[src/tdsa_pkg.sv]
package tdsa_pkg;

	// ------------------------------------------------------------
	// Register indices (byte address is four times the index)
	// ------------------------------------------------------------
	localparam logic [7:0] IDX_PERIOD_LO = 8'hDA;
	localparam logic [7:0] IDX_PERIOD_HI = 8'hDB;
	localparam logic [7:0] IDX_SAMPLE_LO = 8'hDC;
	localparam logic [7:0] IDX_SAMPLE_HI = 8'hDD;
	localparam logic [7:0] IDX_COUNT_LO = 8'hE2;
	localparam logic [7:0] IDX_COUNT_HI = 8'hE3;
	localparam logic [7:0] IDX_CTL_FLAGS = 8'hE4;
	localparam logic [7:0] IDX_CHAN0_CTL = 8'hE5;
	localparam logic [7:0] IDX_CHAN1_CTL = 8'hE6;
	localparam logic [7:0] IDX_TICK_RATE = 8'hE7;

	// ------------------------------------------------------------
	// Field positions and codes
	// ------------------------------------------------------------
	localparam int FLAG_LSB = 4;
	localparam int DIV_LSB = 2;
	localparam int CTL_MODE_BIT = 2;
	localparam int ACTION_LSB = 3;
	localparam logic [2:0] ACTION_DSM = 3'h7;
	localparam logic [1:0] MODE_SUSPEND = 2'h0;
	localparam logic [1:0] MODE_FREE = 2'h1;
	localparam logic [1:0] MODE_MODULO = 2'h2;
	localparam logic [1:0] MODE_UPDOWN = 2'h3;

	// ------------------------------------------------------------
	// Reset values and fixed counts
	// ------------------------------------------------------------
	localparam logic [7:0] RST_BYTE = 8'h00;
	localparam logic [15:0] RST_WORD = 16'h0000;
	localparam logic [2:0] DSM_LAST_QUARTER = 3'h3;
	localparam logic [2:0] DSM_LAST_EIGHTH = 3'h7;
	localparam logic [19:0] DSM_FULL_SCALE = 20'h07FFF;

	// ------------------------------------------------------------
	// Wishbone request carrier
	// ------------------------------------------------------------
	typedef struct packed {
		logic cyc;
		logic stb;
		logic we;
		logic [9:0] adr;
		logic [3:0] sel;
		logic [31:0] dat;
	} tdsa_wb_req_t;

endpackage : tdsa_pkg

[src/tdsa_top.sv]
`timescale 1ns/1ps

module tdsa_top (
	// Clock and reset
	input wire logic clk_i,
	input wire logic rst_i,
	// Wishbone slave
	input wire tdsa_pkg::tdsa_wb_req_t wb_req_i,
	output logic wb_ack_o,
	output logic [31:0] wb_dat_o,
	// Audio and sample request
	output logic chan1_pin_o,
	output logic sample_req_o
);

	// ------------------------------------------------------------
	// State
	// ------------------------------------------------------------
	typedef struct packed {
		logic [15:0] cnt;
		logic [7:0] cnt_hi_latch;
		logic dir_down;
		logic [3:0] flags;
		logic [1:0] div;
		logic [1:0] mode;
		logic [6:0] presc;
		logic [6:0] tdiv;
		logic [2:0] tick_sel;
		logic [7:0] c0_ctl;
		logic [7:0] c1_ctl;
		logic [15:0] per;
		logic [7:0] per_lo_buf;
		logic [15:0] smp;
		logic [7:0] smp_lo_buf;
		logic [2:0] dsm_cnt;
		logic [15:0] cur;
		logic [15:0] base;
		logic [23:0] acc;
		logic [19:0] i1;
		logic [23:0] i2;
		logic dsm_bit;
		logic pin;
		logic req;
		logic ack;
		logic [7:0] rdat;
	} tdsa_state_t;

	tdsa_state_t st, next_st;

	// Index of the highest set bit, used as the interpolator gain shift
	function automatic logic [3:0] tdsa_msb(input logic [15:0] v);
		logic [3:0] r;
		r = 4'h0;
		for (int k = 0; k < 16; k++)
		begin
			if (v[k])
				r = 4'(k);
		end
		return r;
	endfunction : tdsa_msb

	// ------------------------------------------------------------
	// Combinational helpers
	// ------------------------------------------------------------
	logic fire, wr, tick, upd, dsm_on, rate8, dsm_stb;
	logic ovf_ev, c0_ev, c1_ev, wrap;
	logic [7:0] idx, wd;
	logic [6:0] tmask;
	logic [2:0] dsm_last;
	logic [15:0] per_ds, x_lin, x_in;
	logic [3:0] gain_shift;
	logic [19:0] fb, i1_new;
	logic signed [23:0] slope;

	// Bus decode: narrow 8-bit registers sit in the low byte lane
	assign fire = wb_req_i.cyc & wb_req_i.stb & ~st.ack;
	assign wr = fire & wb_req_i.we & wb_req_i.sel[0];
	assign idx = wb_req_i.adr[9:2];
	assign wd = wb_req_i.dat[7:0];

	// Tick rate divider: clk divided by 2^tick_sel
	assign tmask = 7'((8'h01 << st.tick_sel) - 8'h01);
	assign tick = ((st.tdiv & tmask) == tmask);

	// Counter update enable from the prescaler
	always_comb
	begin
		upd = 1'b0;
		if (tick)
		begin
			if (dsm_on)
				upd = 1'b1;
			else
				case (st.div)
					2'h0: upd = 1'b1;
					2'h1: upd = (st.presc[2:0] == 3'h7);
					2'h2: upd = (st.presc[4:0] == 5'h1F);
					2'h3: upd = (st.presc == 7'h7F);
					default: upd = 1'b0;
				endcase
		end
	end

	// Modulator enable and rate, live from the channel 1 control
	assign dsm_on = (st.c1_ctl[5:3] == tdsa_pkg::ACTION_DSM);
	assign rate8 = st.c1_ctl[tdsa_pkg::CTL_MODE_BIT];
	assign dsm_last = rate8 ? tdsa_pkg::DSM_LAST_EIGHTH
		: tdsa_pkg::DSM_LAST_QUARTER;
	assign dsm_stb = dsm_on & tick & (st.dsm_cnt == dsm_last);

	// Interpolator gain follows modulator steps per sample period
	assign per_ds = rate8 ? (st.per >> 3) : (st.per >> 2);
	assign gain_shift = tdsa_msb(per_ds);
	assign x_lin = st.base + st.acc[15:0];
	assign x_in = st.c1_ctl[1] ? st.cur : x_lin;
	// Slope kept apart: mixed with unsigned acc the shift would go logical
	assign slope = 24'(signed'({{8{st.cur[15]}}, st.cur}
		- {{8{st.base[15]}}, st.base})) >>> gain_shift;

	// Loop feedback at full scale of the sign of the last bit
	assign fb = st.dsm_bit ? tdsa_pkg::DSM_FULL_SCALE
		: ~tdsa_pkg::DSM_FULL_SCALE;
	assign i1_new = st.i1 + {{4{x_in[15]}}, x_in} - fb;

	// ------------------------------------------------------------
	// Counter step and events
	// ------------------------------------------------------------
	logic [15:0] cnt_step;
	logic dir_step;

	always_comb
	begin
		cnt_step = st.cnt;
		dir_step = st.dir_down;
		ovf_ev = 1'b0;
		c0_ev = 1'b0;
		wrap = 1'b0;
		case (st.mode)
			tdsa_pkg::MODE_FREE:
			begin
				cnt_step = st.cnt + 16'h0001;
				ovf_ev = (st.cnt == 16'hFFFF);
				c0_ev = st.c0_ctl[2] & (st.cnt == st.per);
			end
			tdsa_pkg::MODE_MODULO:
			begin
				if (st.cnt >= st.per)
				begin
					cnt_step = tdsa_pkg::RST_WORD;
					ovf_ev = 1'b1;
					wrap = 1'b1;
				end
				else
					cnt_step = st.cnt + 16'h0001;
				c0_ev = st.c0_ctl[2] & (st.cnt == st.per);
			end
			tdsa_pkg::MODE_UPDOWN:
			begin
				if (st.dir_down && st.cnt == 16'h0000)
				begin
					dir_step = 1'b0;
					cnt_step = 16'h0001;
					ovf_ev = 1'b1;
					c0_ev = st.c0_ctl[2];
				end
				else if (!st.dir_down && st.cnt >= st.per)
				begin
					dir_step = 1'b1;
					cnt_step = st.cnt - 16'h0001;
				end
				else if (st.dir_down)
					cnt_step = st.cnt - 16'h0001;
				else
					cnt_step = st.cnt + 16'h0001;
			end
			default:
				cnt_step = st.cnt;
		endcase
	end

	// Channel 1 compare flag only in ordinary compare use
	assign c1_ev = upd & ~dsm_on & st.c1_ctl[2] & (st.mode != 2'h0)
		& (st.cnt == st.smp);

	// ------------------------------------------------------------
	// Next state
	// ------------------------------------------------------------
	always_comb
	begin
		logic [3:0] keep;
		logic [3:0] ev;
		keep = 4'hF;
		ev = 4'h0;
		next_st = st;

		// Free-running dividers; writes never reset them
		next_st.tdiv = st.tdiv + 7'h01;
		if (tick)
			next_st.presc = st.presc + 7'h01;

		// Counter runs only while mode is not suspended
		if (upd && st.mode != tdsa_pkg::MODE_SUSPEND)
		begin
			next_st.cnt = cnt_step;
			next_st.dir_down = dir_step;
		end

		// Bus handshake: one wait cycle, ack for one cycle
		next_st.ack = fire;
		next_st.req = 1'b0;

		// Register reads, with the high count byte latched
		if (fire && !wb_req_i.we)
		begin
			case (idx)
				tdsa_pkg::IDX_COUNT_LO:
				begin
					next_st.rdat = st.cnt[7:0];
					next_st.cnt_hi_latch = st.cnt[15:8];
				end
				tdsa_pkg::IDX_COUNT_HI:
					next_st.rdat = st.cnt_hi_latch;
				tdsa_pkg::IDX_CTL_FLAGS:
					next_st.rdat = {st.flags, st.div, st.mode};
				tdsa_pkg::IDX_CHAN0_CTL:
					next_st.rdat = st.c0_ctl;
				tdsa_pkg::IDX_CHAN1_CTL:
					next_st.rdat = st.c1_ctl;
				tdsa_pkg::IDX_PERIOD_LO:
					next_st.rdat = st.per[7:0];
				tdsa_pkg::IDX_PERIOD_HI:
					next_st.rdat = st.per[15:8];
				tdsa_pkg::IDX_SAMPLE_LO:
					next_st.rdat = st.smp[7:0];
				tdsa_pkg::IDX_SAMPLE_HI:
					next_st.rdat = st.smp[15:8];
				tdsa_pkg::IDX_TICK_RATE:
					next_st.rdat = {5'h00, st.tick_sel};
				default:
					next_st.rdat = tdsa_pkg::RST_BYTE;
			endcase
		end
		else if (fire)
			next_st.rdat = tdsa_pkg::RST_BYTE;

		// Register writes
		if (wr)
		begin
			case (idx)
				tdsa_pkg::IDX_COUNT_LO:
				begin
					next_st.cnt = tdsa_pkg::RST_WORD;
					next_st.dir_down = 1'b0;
				end
				tdsa_pkg::IDX_CTL_FLAGS:
				begin
					keep = wd[7:4];
					next_st.div = wd[3:2];
					next_st.mode = wd[1:0];
				end
				tdsa_pkg::IDX_CHAN0_CTL:
					next_st.c0_ctl = wd;
				tdsa_pkg::IDX_CHAN1_CTL:
					next_st.c1_ctl = wd;
				tdsa_pkg::IDX_PERIOD_LO:
					next_st.per_lo_buf = wd;
				tdsa_pkg::IDX_PERIOD_HI:
					next_st.per = {wd, st.per_lo_buf};
				tdsa_pkg::IDX_SAMPLE_LO:
					next_st.smp_lo_buf = wd;
				tdsa_pkg::IDX_SAMPLE_HI:
					next_st.smp = {wd, st.smp_lo_buf};
				tdsa_pkg::IDX_TICK_RATE:
					next_st.tick_sel = wd[2:0];
				default:
					next_st.tick_sel = st.tick_sel;
			endcase
		end

		// Pending flags: an event in the clearing cycle wins
		if (upd && st.mode != tdsa_pkg::MODE_SUSPEND)
			ev = {1'b0, 1'b0, c0_ev, ovf_ev};
		ev[2] = c1_ev;
		next_st.flags = (st.flags & keep) | ev;

		// Modulator: idle and cleared while disabled
		if (!dsm_on)
		begin
			next_st.dsm_cnt = 3'h0;
			next_st.i1 = 20'h00000;
			next_st.i2 = 24'h000000;
			next_st.dsm_bit = 1'b0;
			next_st.acc = 24'h000000;
		end
		else
		begin
			if (tick)
				next_st.dsm_cnt = (st.dsm_cnt == dsm_last) ? 3'h0
					: st.dsm_cnt + 3'h1;
			if (dsm_stb)
			begin
				// Two integrators, one-bit quantiser
				next_st.i1 = i1_new;
				next_st.i2 = st.i2 + {{4{i1_new[19]}}, i1_new}
					- {{4{fb[19]}}, fb};
				next_st.dsm_bit = ~next_st.i2[23];
				next_st.acc = st.acc + slope;
			end
		end

		// New sample taken at each counter wrap in modulo mode
		if (dsm_on && upd && wrap)
		begin
			next_st.base = x_in;
			next_st.cur = {st.smp[15:2], 2'b00};
			next_st.acc = 24'h000000;
			next_st.req = 1'b1;
		end

		// Pin: shaped or plain modulator bit, idle low otherwise
		if (!dsm_on)
			next_st.pin = 1'b0;
		else if (st.c1_ctl[0])
			next_st.pin = st.dsm_bit ? (st.dsm_cnt != dsm_last)
				: (st.dsm_cnt == 3'h0);
		else
			next_st.pin = st.dsm_bit;
	end

	// ------------------------------------------------------------
	// State register
	// ------------------------------------------------------------
	always_ff @(posedge clk_i)
	begin
		if (rst_i)
			st <= '0;
		else
			st <= next_st;
	end

	// Outputs straight from state flops
	assign wb_ack_o = st.ack;
	assign wb_dat_o = {24'h000000, st.rdat};
	assign chan1_pin_o = st.pin;
	assign sample_req_o = st.req;

endmodule : tdsa_top

[config.mk]
export PLATFORM = sky130hd
export DESIGN_NAME = tdsa_top
export DESIGN_NICKNAME = d
export VERILOG_FILES = /design/src/tdsa_pkg.sv /design/src/tdsa_top.sv
export SDC_FILE = /design/constraint.sdc
export NUM_CORES = 1
export LEC_CHECK = 0
export BUFFER_PORTS_ARGS = -buffer_cell sky130_fd_sc_hd__clkbuf_2
export CORE_MARGIN = 5
export CORE_UTILIZATION = 33
export DETAILED_ROUTE_END_ITERATION = 10
export PLACE_DENSITY_LB_ADDON = 0.1
export SLEW_MARGIN = 20
export SYNTH_ARGS = -nofsm -noshare
export SYNTH_HDL_FRONTEND = slang
export SYNTH_SLANG_ARGS = --single-unit
[constraint.sdc]
create_clock -name clk_i -period 8.5 [get_ports clk_i]
set_clock_uncertainty 0.1 [all_clocks]
set_input_delay 1.275 -clock clk_i [delete_from_list [all_inputs] [get_ports clk_i]]
set_output_delay 1.275 -clock clk_i [all_outputs]
set_load 0.02 [all_outputs]
---- Word level (Yosys, flattened, before mapping) ----
Cells that the tools add are included.
word-level totals
  register bits after elaboration ......... 227
  bits of input ports ..................... 51
  output and inout port bits .............. 35
  word-level logic and storage cells ...... 162
cells by class
  add/subtract/negate cells ............... 13
  order comparisons ....................... 1
  equality and inequality tests ........... 26
  shifts and indexed selects .............. 2
  mux-type cells .......................... 52
  bitwise gates (word level) .............. 17
  reduce and logical (&&, ||, !) cells .... 25
operators with widths
  cell                     number
  $mux W16                 8
  $eq A8 B8 Y1 const B     10
  $pmux W8 S10             1
  $mux W4                  16
  $add A24 B24 Y24         2
  $pmux W16 S3             1
  $eq A16 B16 Y1           2
  $sshr A17 B4 Y24         1
  $sub A24 B24 Y24         1
  $add A20 B20 Y20         1
  $mux W20                 1
  $sub A20 B20 Y20         1
  $reduce_and A2 Y1        9
  $sub A16 B16 Y17         1
  $add A16 B1 Y16 const B  1
  $add A16 B16 Y16         1
  $eq A16 B16 Y1 const B   1
  $ge A16 B16 Y1           1
  $logic_not A16 Y1        1
  $mux W1                  16
  $mux W8                  2
  $sub A16 B1 Y16 const B  1
  $add A7 B1 Y7 const B    2
  $mux W14                 1
  28 further kinds         54

---- Logic depth before layout (Yosys ltp) ----
Gate-level depths: netlist (run 1).
  depth in word-level cells ............... 18
  mapped depth ............................ 32
  depth with buffers taken out ............ 32

---- Worst setup path before layout (run 1) ----
Ideal clock, no wire load.
  path type ............................... register -> register
  from .................................... register st[80] in the netlist's numbering
  to ...................................... register st[35] in the netlist's numbering
  setup time .............................. 0.132 ns
  data arrival time ....................... 6.948 ns
  slack ................................... 1.320 ns
  cell stages (with the launch flop) ...... 32
  period minus slack after synthesis ...... 7.180 ns
  cell sequence ........................... dfxtp_1 -> ha_1 -> fa_1 -> a21o_1 -> a21oi_1 -> o21bai_1 -> a21oi_1 -> o21bai_1 -> a221oi_1 -> nand2_1 -> a21oi_1 -> xnor2_1 -> mux2i_1 -> fa_1 -> inv_1 -> ha_1 -> a21o_1 -> a21oi_1 -> o21ai_0 -> a41o_1 -> a21oi_1 -> xnor2_1 -> fa_1 -> ha_1 -> and3_1 -> a221o_1 -> o41ai_2 -> nor2_1 -> a2111oi_4 -> xnor3_1 -> nand2_1 -> a21oi_1
on the way
  word-level cells in the longest chain between the ends .. 6
RTL lines
  item                    RTL line         source
  start, declared         tdsa_top.sv:48   tdsa_state_t st, next_st;
  start signal, assigned  tdsa_top.sv:338  st <= next_st;
  $add A16 B16 Y16        tdsa_top.sv:114  assign x_lin = st.base + st.acc[15:0];
  $mux W16                tdsa_top.sv:115  assign x_in = st.c1_ctl[1] ? st.cur : x_lin;
  $add A20 B20 Y20        tdsa_top.sv:123  assign i1_new = st.i1 + {{4{x_in[15]}}, x_in} - fb;
  $sub A20 B20 Y20        tdsa_top.sv:123
  named net i1_new[17]    tdsa_top.sv:72   logic [19:0] fb, i1_new;
  $add A24 B24 Y24        tdsa_top.sv:304  next_st.i2 = st.i2 + {{4{i1_new[19]}}, i1_new}
  $sub A24 B24 Y24        tdsa_top.sv:305  - {{4{fb[19]}}, fb};
The timed path passes the listed nets, and every way through them passes these cells.
A chain may end at the register's enable or synchronous reset.

---- Worst setup path after layout (run 1) ----
  from .................................... register st[56] in the netlist's numbering
  to ...................................... register st[35] in the netlist's numbering
The elaborated chain is that of the path after synthesis.

==> results.rst, run 1 <==
.. list-table::
   :header-rows: 1

   * - Metric
     - Value
   * - Total via count in the routed design
     - ~14,000
   * - Final Hold Violating Endpoints
     - 0
   * - FFs w/ async S/R, synth
     - 0
   * - Number of setup buffers added after CTS
     - 0
   * - Via density per instance
     - ~5.2
   * - Starting density of the core
     - 0.334
   * - Unique cell type count in the Yosys netlist
     - 89
   * - Number of cells in the design after placement
     - 2,621
   * - Count of nets after finishing
     - between 2,000 and 2,500
   * - Maximum ir drop on the vdd rail
     - 0.000155 V
   * - Starting DRC count in detailed routing
     - between 900 and 1,000
   * - Crit path max fanout
     - 5
   * - Filler Cell Count
     - 5,085
   * - Count of buffers from port buffering
     - 32
   * - Post-route DRC
     - 0
   * - Initial antenna violation count
     - 0
   * - Placed Instance Area
     - 16,500 um^2
   * - Routed wire length
     - between 40,000 and 50,000 um
   * - Area of the multi-input gates
     - 10,500 um^2
   * - Sort of element at the start of the critical path
     - flip-flop
   * - Share of layout cells above drive strength 1
     - 0.0709
   * - Worst-case headroom to the max-slew limit
     - 0.263
   * - Data required time of the worst path
     - between 8 and 9 ns
   * - Buf/Inv on CP
     - 1
   * - Cell Rows
     - 80
   * - Max incr delay on CP
     - 0.52 ns
   * - Clock insertion delay at the later pin of the skew report
     - between 0.5 and 0.6 ns
   * - Stages on the worst setup path
     - 31
   * - Most frequent cells in the layout
     - sky130_fd_sc_hd__nand2_1, sky130_fd_sc_hd__a21oi_1, sky130_fd_sc_hd__dfxtp_1
   * - TritonRoute pass-1 iters
     - 6
   * - Min cycle time layout
     - roughly 7.9 ns
   * - Clock root buffer
     - sky130_fd_sc_hd__clkbuf_16
   * - Depth of the worst register-to-register path
     - 31
   * - Number of inserted diodes
     - 0
   * - Number of storage elements in the synthesis netlist
     - 219
   * - Gate family responsible for the most delay along the worst path
     - compound AO/OA/AOI/OAI gates
   * - Static Leak
     - 6.97 nW
   * - Arrival @ worst endpoint
     - 8.28 ns
   * - CTS max path bufs
     - 3
   * - Most common library cell in the layout ignoring fill and taps
     - sky130_fd_sc_hd__nand2_1
   * - Cell area after technology mapping
     - 16,000 um^2
   * - Number of max-slew violations in the final report
     - 0
   * - Max capacitance violation total
     - 0
   * - Start-to-end type of the worst setup path
     - reg2reg
   * - Path class of the lowest-slack min-delay path
     - reg2reg
   * - Hpwl dp
     - 33,600 um
   * - CTS tree
     - done
   * - CP most frequent cell
     - sky130_fd_sc_hd__a21oi_1
   * - Post-route setup TNS
     - 0 ns
   * - Height of the die
     - 230 um
   * - Sequential cell area
     - 4390 um^2
   * - Remaining Overflow, GRT
     - 0
   * - Final std cells w/o fill
     - 2,674
   * - Number of global-route vias before repair
     - 13,509
   * - Area overhead of the layout relative to synthesis
     - 10.4%
   * - Count of flip-flops with a built-in enable after synthesis
     - 0
   * - Total routing usage reported by global routing
     - 0.172
   * - Setup repair after global routing missed its margin
     - no
   * - Share of synthesized area occupied by flip-flops and latches
     - 0.274
   * - Pwr/cell area
     - 142 nW/um^2
   * - Cell at the slowest stage of the critical path
     - sky130_fd_sc_hd__fa_1
   * - Maximum number of pins on one net before global-route repair
     - 86
   * - Area of the die
     - around 53,000 um^2
   * - First-pass GRT wire length
     - between 70,000 and 80,000 um
   * - Chip width
     - 230 um
   * - Status
     - completed
   * - I/O pin count
     - 86
   * - Detail Route Antenna Nets
     - 0
   * - Number of clock buffers inserted by TritonCTS
     - 29
   * - Gp weighted congestion
     - 0.871
   * - Cells after Synth
     - 2,069
   * - Clock-pin slew reported for the worst setup and hold paths after clock tree synthesis
     - 0.06 ns
   * - Endpoint class of the critical path
     - flip-flop
   * - Highest attainable clock frequency
     - 0.126 GHz
   * - Worst hold path cell count
     - 2
   * - DR WL/cell
     - 17.5 um
   * - Fin crit share
     - 0.934
   * - Area of the core
     - 47,800 um^2
   * - Predominant post-synthesis flop cell
     - sky130_fd_sc_hd__dfxtp_1
   * - H-tree lvl count
     - 1
   * - Final setup fails
     - 0
   * - Measured slew at the worst slew-check pin
     - 1.10 ns
   * - Final design instance area without fill
     - 17,600 um^2
   * - Mean instance size in the synthesized netlist
     - 7.73 um^2
   * - Clock Sink Count
     - 219
   * - Yosys warns
     - 0
worst register-to-register path: cells and delay by family (launching register included):
family	cells	cell delay, ns
XOR/XNOR	3	0.74
buffers and inverters	1	0.05
flip-flops	1	0.33
AO/OA/AOI/OAI	16	3.53
adder cells (fa/ha/maj)	6	2.41
AND/OR/NAND/NOR	4	0.52
multiplexers	1	0.13
per-stage QoR:
stage                     hold slack, ns  power, W  setup WS (ns)  utilization
after floorplan                    0.328   0.00110           1.32            -
after global placement             0.339   0.00111          0.589        0.345
after detailed placement           0.343   0.00111          0.510        0.345
after CTS                          0.351   0.00254          0.470        0.368
after global routing               0.364   0.00259         0.0868        0.369
final                              0.346   0.00250          0.562        0.369
per-layer routing:
layer / routed length (um) / GRT usage / share of wire
met5: 0 / 0 / 0
met3: 1670 / 0.0215 / 0.036
met1: 22000 / 0.232 / 0.47
met4: 1380 / 0.0493 / 0.029
met2: 21600 / 0.291 / 0.46
logic make-up (layout without fill, tap and decap cells):
family / Yosys count / count (layout) / synth area share
XOR/XNOR: 106 / 106 / 0.0589
adder cells (fa/ha/maj): 157 / 157 / 0.144
AND/OR/NAND/NOR: 708 / 708 / 0.200
flip-flops: 219 / 219 / 0.274
buffers and inverters: 278 / 245 / 0.0739
multiplexers: 48 / 48 / 0.0307
AO/OA/AOI/OAI: 552 / 552 / 0.218
other: 1 / 24 / 0.000235
synthesized netlist by cell type (all sizes together), types with 4 or more instances:
master / count / share of area
nand4: 17 / 0.0067
clkbuf: 93 / 0.022
a221oi: 17 / 0.0093
a22o: 6 / 0.0033
xnor2: 75 / 0.041
ha: 113 / 0.088
or3: 18 / 0.0074
xor2: 30 / 0.016
nand3b: 4 / 0.0019
nand3: 54 / 0.017
nand2b: 13 / 0.0051
and3: 21 / 0.0082
o211ai: 11 / 0.0055
and2: 10 / 0.0039
a222oi: 7 / 0.0044
o21bai: 11 / 0.0052
o21ai: 93 / 0.029
a211oi: 36 / 0.017
a2111oi: 4 / 0.0034
dfxtp: 219 / 0.27
nor3b: 6 / 0.0041
nor3: 40 / 0.013
nand2: 326 / 0.077
nor2b: 19 / 0.0074
fa: 44 / 0.055
o21a: 16 / 0.0075
a31oi: 12 / 0.0047
buf: 46 / 0.019
a21oi: 235 / 0.074
mux2i: 40 / 0.025
a22oi: 22 / 0.010
mux2: 8 / 0.0056
inv: 139 / 0.033
nor2: 155 / 0.036
nor4: 9 / 0.0039
o221ai: 5 / 0.0027
o22ai: 9 / 0.0035
a21o: 34 / 0.016
final timing paths:
path | startpoint | endpoint | slack [ns]
setup / recovery | st[56]$_SDFFE_PP0P_ | st[35]$_SDFFE_PP0P_ | 0.56
hold / removal | st[178]$_SDFFE_PP0P_ | st[178]$_SDFFE_PP0P_ | 0.35
setup reg to reg | st[56]$_SDFFE_PP0P_ | st[35]$_SDFFE_PP0P_ | 0.56
hold reg to reg | st[178]$_SDFFE_PP0P_ | st[178]$_SDFFE_PP0P_ | 0.35
flip-flops by register name, summed over array words and instances (netlist names):
| name | flops |
|---|---|
| st | 207 |
| wb_dat_o | 8 |
| chan1_pin_o | 1 |
| rate8 | 1 |
| sample_req_o | 1 |
| wb_ack_o | 1 |
area by class of cell:
type	instances	area share
clock inverter	13	0.0148
inverter	139	0.0296
timing repair buffer	53	0.0182
tap	615	0.0436
sequential	219	0.249
multi-input combinational	1595	0.598
clock buffer	40	0.0474
what timing repair did:
| item | CTS | global route |
|---|---|---|
| hold buffers | 0 | 0 |
| gates resized for setup | 0 | 2 |
| setup endpoints to repair | 0 | 1 |
power by group:
part / internal, W / total (W) / switching, W / leakage, nW
clock network: 0.000900 / 0.00141 / 0.000510 / 0.538
logic: 0.0000106 / 0.0000556 / 0.0000450 / 4.67
registers: 0.00103 / 0.00103 / 0.00000268 / 1.76
Note: power is estimated with default switching activity, not from simulation.
==> inputs of run 2 (changes only) <==
==> constraint.sdc (replaced) <==
create_clock -name clk_i -period 8.5 [get_ports clk_i]
set_clock_uncertainty 0.1 [all_clocks]
set_input_delay 1.7 -clock clk_i [delete_from_list [all_inputs] [get_ports clk_i]]
set_output_delay 1.7 -clock clk_i [all_outputs]
set_load 0.02 [all_outputs]
==> results.rst, run 2 (same netlist as run 1, synthesis figures left out) <==
.. list-table::
   :header-rows: 1

   * - Metric
     - Value
   * - Min cycle time layout
     - 7.92 ns
   * - Clock Sink Count
     - 219
   * - Number of inserted diodes
     - 0
   * - Sequential cell area
     - around 4400 um^2
   * - DR WL/cell
     - 17.3 um
   * - Hpwl dp
     - 33,700 um
   * - Start-to-end type of the worst setup path
     - reg2reg
   * - Buf/Inv on CP
     - 1
   * - First-pass GRT wire length
     - 74,000 um
   * - Number of clock buffers inserted by TritonCTS
     - 29
   * - Endpoint class of the critical path
     - flip-flop
   * - Cell Rows
     - 80
   * - Clock-pin slew reported for the worst setup and hold paths after clock tree synthesis
     - 0.06 ns
   * - Initial antenna violation count
     - 0
   * - Final Worst Setup Slack
     - 0.576 ns
   * - I/O pin count
     - 86
   * - Number of flip-flops under the largest register name
     - 207
   * - CTS tree
     - done
   * - Arrival @ worst endpoint
     - about 8.3 ns
   * - Post-route setup TNS
     - 0 ns
   * - Share of layout cells above drive strength 1
     - 0.0670
   * - CTS max path bufs
     - 3
   * - Area of the multi-input gates
     - 10,500 um^2
   * - Data required time of the worst path
     - 8.84 ns
   * - Register name with the most flops
     - st
   * - Setup Slack @ Placement
     - 0.485 ns
   * - Total via count in the routed design
     - ~14,000
   * - Path class of the lowest-slack min-delay path
     - reg2reg
   * - Count of nets after finishing
     - roughly 2,200
   * - H-tree lvl count
     - 1
   * - Max capacitance violation total
     - 0
   * - Sort of element at the start of the critical path
     - flip-flop
   * - Detail Route Antenna Nets
     - 0
   * - Setup repair after global routing missed its margin
     - no
   * - Starting density of the core
     - 0.334
   * - Routed wire length
     - 46,300 um
   * - Measured slew at the worst slew-check pin
     - 1.08 ns
   * - Remaining Overflow, GRT
     - 0
   * - Number of max-slew violations in the final report
     - 0
   * - Max incr delay on CP
     - roughly 0.54 ns
   * - Gate family responsible for the most delay along the worst path
     - compound AO/OA/AOI/OAI gates
   * - Starting DRC count in detailed routing
     - 838
   * - Final Hold Slack
     - 0.347 ns
   * - Final Hold Violating Endpoints
     - 0
   * - Area of the die
     - 52,900 um^2
   * - Clock insertion delay at the later pin of the skew report
     - 0.58 ns
   * - Number of setup buffers added after CTS
     - 0
   * - Height of the die
     - around 230 um
   * - Highest attainable clock frequency
     - about 0.13 GHz
   * - Gp weighted congestion
     - 0.862
   * - Maximum ir drop on the vdd rail
     - between 0.0001 and 0.00015 V
   * - Count of buffers from port buffering
     - 32
   * - Static Leak
     - 6.92 nW
   * - Final std cells w/o fill
     - 2,674
   * - Post-route DRC
     - 0
   * - CP most frequent cell
     - sky130_fd_sc_hd__a21oi_1
   * - Area of the core
     - 47,800 um^2
   * - Number of global-route vias before repair
     - 13,416
   * - Pwr/cell area
     - ~140 nW/um^2
   * - Clock root buffer
     - sky130_fd_sc_hd__clkbuf_16
   * - Most common library cell in the layout ignoring fill and taps
     - sky130_fd_sc_hd__nand2_1
   * - Cell at the slowest stage of the critical path
     - sky130_fd_sc_hd__fa_1
   * - Via density per instance
     - ~5.2
   * - Chip width
     - between 200 and 250 um
   * - Fin crit share
     - 0.932
   * - Crit path max fanout
     - 5
   * - TritonRoute pass-1 iters
     - 6
   * - Maximum number of pins on one net before global-route repair
     - 71
   * - Status
     - completed
   * - Area overhead of the layout relative to synthesis
     - 9.60%
   * - Final setup fails
     - 0
   * - Most frequent cells in the layout
     - sky130_fd_sc_hd__nand2_1, sky130_fd_sc_hd__a21oi_1, sky130_fd_sc_hd__dfxtp_1
   * - Number of cells in the design after placement
     - 2,621
   * - Filler Cell Count
     - 5,036
   * - Worst-case headroom to the max-slew limit
     - 0.278
   * - Total routing usage reported by global routing
     - 0.169
[run 2: changes by cell type in the layout (fill, tap and decap cells not counted)]
| cell | delta |
|---|---|
| sky130_fd_sc_hd__clkbuf_1 | +6 |
| sky130_fd_sc_hd__a21oi_2 | -1 |
| sky130_fd_sc_hd__clkbuf_8 | -6 |
| sky130_fd_sc_hd__clkinv_2 | +3 |
| sky130_fd_sc_hd__inv_6 | -1 |
| sky130_fd_sc_hd__clkinv_4 | +1 |
| sky130_fd_sc_hd__o31ai_2 | -1 |
| sky130_fd_sc_hd__clkinvlp_4 | -1 |
| sky130_fd_sc_hd__o31ai_1 | +1 |
| sky130_fd_sc_hd__a21oi_1 | +1 |
| sky130_fd_sc_hd__bufinv_16 | -2 |
[run 2: layout make-up]
| class | count | share of cell area |
|---|---|---|
| repair buffers | 53 | 0.0183 |
| clock buffers | 40 | 0.0443 |
| flip-flops and latches | 219 | 0.250 |
| inverters | 139 | 0.0298 |
| multi-input cells | 1595 | 0.601 |
| clock inverters | 13 | 0.0119 |
| well taps | 615 | 0.0439 |
[run 2: where the power goes]
part           leakage, nW  switching, W   total, W  internal [W]
Clock                0.484      0.000497    0.00129      0.000791
Sequential            1.76    0.00000267    0.00103       0.00103
Combinational         4.67     0.0000440  0.0000550     0.0000109
[run 2: final timing paths]
check,startpoint,endpoint,slack (ns),cells after the start
min reg2reg,st[178]$_SDFFE_PP0P_,st[178]$_SDFFE_PP0P_,0.35,2
max,st[80]$_SDFFE_PP0P_,st[35]$_SDFFE_PP0P_,0.58,31
max reg2reg,st[80]$_SDFFE_PP0P_,st[35]$_SDFFE_PP0P_,0.58,31
min,st[178]$_SDFFE_PP0P_,st[178]$_SDFFE_PP0P_,0.35,2
[run 2: metal layers]
layer  GRT usage  up-vias  share of wire
met2       0.285      221           0.47
met1       0.229     6570           0.47
met3      0.0225       63          0.035
met4      0.0467        0          0.027
met5           0        -              0
li1            -     7104              -
[run 2: repair_timing]
item	in CTS	in global routing
hold buffers	0	0
resized for setup	0	1
setup endpoints to repair	0	2
[run 2: stage by stage]
stage,utilization,power [W],area (um^2)
2_1_floorplan,-,0.00110,16100
3_3_place_gp,0.345,0.00111,16500
3_5_place_dp,0.345,0.00111,16500
4_1_cts,0.366,0.00242,17500
5_1_grt,0.366,0.00246,17500
6_report,0.366,0.00237,17500
[run 2: worst reg2reg max path: cells and delay by family (launching register included)]
| kind | cells | cell delay (ns) |
|---|---|---|
| AO/OA/AOI/OAI | 16 | 3.51 |
| adder cells (fa/ha/maj) | 6 | 2.40 |
| XOR/XNOR | 3 | 0.73 |
| AND/OR/NAND/NOR | 4 | 0.52 |
| flip-flops | 1 | 0.34 |
| multiplexers | 1 | 0.13 |
| buffers and inverters | 1 | 0.05 |
==> inputs of run 3 (changes only) <==
- CORE_ASPECT_RATIO: unset -> 0.8
==> results.rst, run 3 (same netlist as run 1, synthesis figures left out) <==
.. list-table::
   :header-rows: 1

   * - Metric
     - Value
   * - Status
     - completed
   * - Post-route DRC
     - 0
   * - Via density per instance
     - 5.26
   * - Height of the die
     - 207 um
   * - I/O pin count
     - 86
   * - Reg2Reg Capture Point
     - st[35]$_SDFFE_PP0P_
   * - Crit path max fanout
     - 5
   * - Number of max-slew violations in the final report
     - 0
   * - Total via count in the routed design
     - 14,135
   * - Reg-to-reg slack, setup
     - slightly above 0.5 ns
   * - Clock root buffer
     - sky130_fd_sc_hd__clkbuf_16
   * - Post-route setup TNS
     - 0 ns
   * - Final Hold Violating Endpoints
     - 0
   * - Fin crit share
     - 0.940
   * - Clock insertion delay at the later pin of the skew report
     - 0.58 ns
   * - Max incr delay on CP
     - between 0.5 and 0.6 ns
   * - Routed wire length
     - 48,600 um
   * - Hpwl dp
     - 35,600 um
   * - Endpoint class of the critical path
     - flip-flop
   * - Detail Route Antenna Nets
     - 0
   * - DR WL/cell
     - 18.1 um
   * - Filler Cell Count
     - 5,089
   * - First-pass GRT wire length
     - 75,900 um
   * - Path class of the lowest-slack min-delay path
     - reg2reg
   * - Start-to-end type of the worst setup path
     - reg2reg
   * - Gate family responsible for the most delay along the worst path
     - compound AO/OA/AOI/OAI gates
   * - Remaining Overflow, GRT
     - 0
   * - CP most frequent cell
     - sky130_fd_sc_hd__a21oi_1
   * - Share of layout cells above drive strength 1
     - 0.0709
   * - Max capacitance violation total
     - 0
   * - Clock Sink Count
     - around 220
   * - Worst-case headroom to the max-slew limit
     - 0.291
   * - Min cycle time layout
     - 7.99 ns
   * - Final setup fails
     - 0
   * - TritonRoute pass-1 iters
     - 5
   * - Most common library cell in the layout ignoring fill and taps
     - sky130_fd_sc_hd__nand2_1
   * - Buf/Inv on CP
     - 1
   * - Starting density of the core
     - 0.332
   * - Arrival @ worst endpoint
     - 8.33 ns
   * - Chip width
     - 256 um
   * - Resized cells post-CTS
     - 0
   * - Beginning of the worst hold path
     - st[22]$_SDFFE_PP0P_
   * - Data required time of the worst path
     - 8.84 ns
   * - Final Hold Slack
     - 0.349 ns
   * - Sort of element at the start of the critical path
     - flip-flop
   * - Cell Rows
     - 72
   * - Most frequent cells in the layout
     - sky130_fd_sc_hd__nand2_1, sky130_fd_sc_hd__a21oi_1, sky130_fd_sc_hd__dfxtp_1
   * - Starting DRC count in detailed routing
     - 1,116
   * - Maximum ir drop on the vdd rail
     - 0.000126 V
   * - Pwr/cell area
     - about 140 nW/um^2
   * - Measured slew at the worst slew-check pin
     - 1.06 ns
   * - Register name with the most flops
     - st
   * - Cts-stage hold buffer count
     - 0
   * - Area of the die
     - around 53,000 um^2
   * - Total routing usage reported by global routing
     - 0.177
   * - Static Leak
     - 6.95 nW
   * - Setup repair after global routing missed its margin
     - no
   * - Sequential cell area
     - 4390 um^2
   * - Count of nets after finishing
     - between 2,000 and 2,500
   * - Worst hold path cell count
     - 2
   * - Number of global-route vias before repair
     - 13,048
   * - Cell at the slowest stage of the critical path
     - sky130_fd_sc_hd__fa_1
   * - Area of the core
     - between 40,000 and 50,000 um^2
   * - Clock-pin slew reported for the worst setup and hold paths after clock tree synthesis
     - around 0.06 ns
   * - Highest attainable clock frequency
     - between 0.1 and 0.15 GHz
   * - Number of flip-flops under the largest register name
     - 207
   * - CTS max path bufs
     - 3
   * - CTS tree
     - done
   * - Initial antenna violation count
     - 0
   * - Number of inserted diodes
     - 0
   * - H-tree lvl count
     - 1
   * - Area of the multi-input gates
     - 10,600 um^2
   * - Depth of the worst register-to-register path
     - 31
   * - Endpoint of the worst hold-timing path
     - st[22]$_SDFFE_PP0P_
   * - Maximum number of pins on one net before global-route repair
     - 94
   * - Start of the worst register-to-register path
     - st[80]$_SDFFE_PP0P_
   * - Number of clock buffers inserted by TritonCTS
     - 28
   * - Count of buffers from port buffering
     - 32
   * - Area overhead of the layout relative to synthesis
     - 10.1%
   * - Gp weighted congestion
     - about 0.84
   * - Number of setup buffers added after CTS
     - 0
## run 3: cell count changes in the layout (fill, tap and decap cells not counted), moves of 3 or more
cell                       before  now
sky130_fd_sc_hd__a21oi_2        0    3
sky130_fd_sc_hd__clkbuf_1      10    4
sky130_fd_sc_hd__a21oi_1      235  232
sky130_fd_sc_hd__clkbuf_8       1    8
## run 3: layer usage
metal | GRT usage | wire length [um] | up-vias
met1 | 0.289 | 26400 | 6688
met2 | 0.248 | 19100 | 305
li1 | - | - | 7097
met3 | 0.0252 | 2490 | 45
met4 | 0.0279 | 671 | 0
met5 | 0 | 0 | -
## run 3: area by class of cell
class | instances | share of cell area
multi-input combinational | 1595 | 0.600
sequential | 219 | 0.249
clock buffer | 40 | 0.0469
tap | 629 | 0.0447
inverter | 139 | 0.0297
timing repair buffer | 54 | 0.0186
clock inverter | 11 | 0.0104
## run 3: how the worst max path moves through the flow
stage,start,to,slack (ns),cells past startpoint
detailed placement,st[80]$_SDFFE_PP0P_,st[35]$_SDFFE_PP0P_,0.38,31
floorplan,st[80]$_SDFFE_PP0P_,st[35]$_SDFFE_PP0P_,1.32,31
CTS,st[80]$_SDFFE_PP0P_,st[35]$_SDFFE_PP0P_,0.34,31
global route,st[80]$_SDFFE_PP0P_,st[35]$_SDFFE_PP0P_,0.04,31
finish,st[80]$_SDFFE_PP0P_,st[35]$_SDFFE_PP0P_,0.51,31
global placement,st[80]$_SDFFE_PP0P_,st[35]$_SDFFE_PP0P_,0.47,31
## run 3: where the power goes
part           total (W)  internal (W)  switching (W)
clock            0.00131      0.000796       0.000510
sequential       0.00103       0.00103     0.00000265
combinational  0.0000543     0.0000106      0.0000437
## run 3: tightest hold or removal path, cell delays in order (launching register included)
cell                      delay [ns]
sky130_fd_sc_hd__dfxtp_1        0.31
sky130_fd_sc_hd__nand2_1        0.05
sky130_fd_sc_hd__a21oi_1        0.05
## run 3: stage by stage
| stage | setup slack [ns] | power (W) | instance area, um^2 | utilization | std cells |
|---|---|---|---|---|---|
| floorplan | 1.32 | 0.00110 | 16100 | - | 2092 |
| global placement | 0.472 | 0.00111 | 16600 | 0.344 | 2636 |
| detailed placement | 0.378 | 0.00111 | 16600 | 0.344 | 2636 |
| CTS | 0.344 | 0.00244 | 17600 | 0.365 | 2687 |
| global route | 0.0397 | 0.00248 | 17600 | 0.366 | 2687 |
| finish | 0.507 | 0.00239 | 17600 | 0.366 | 2687 |
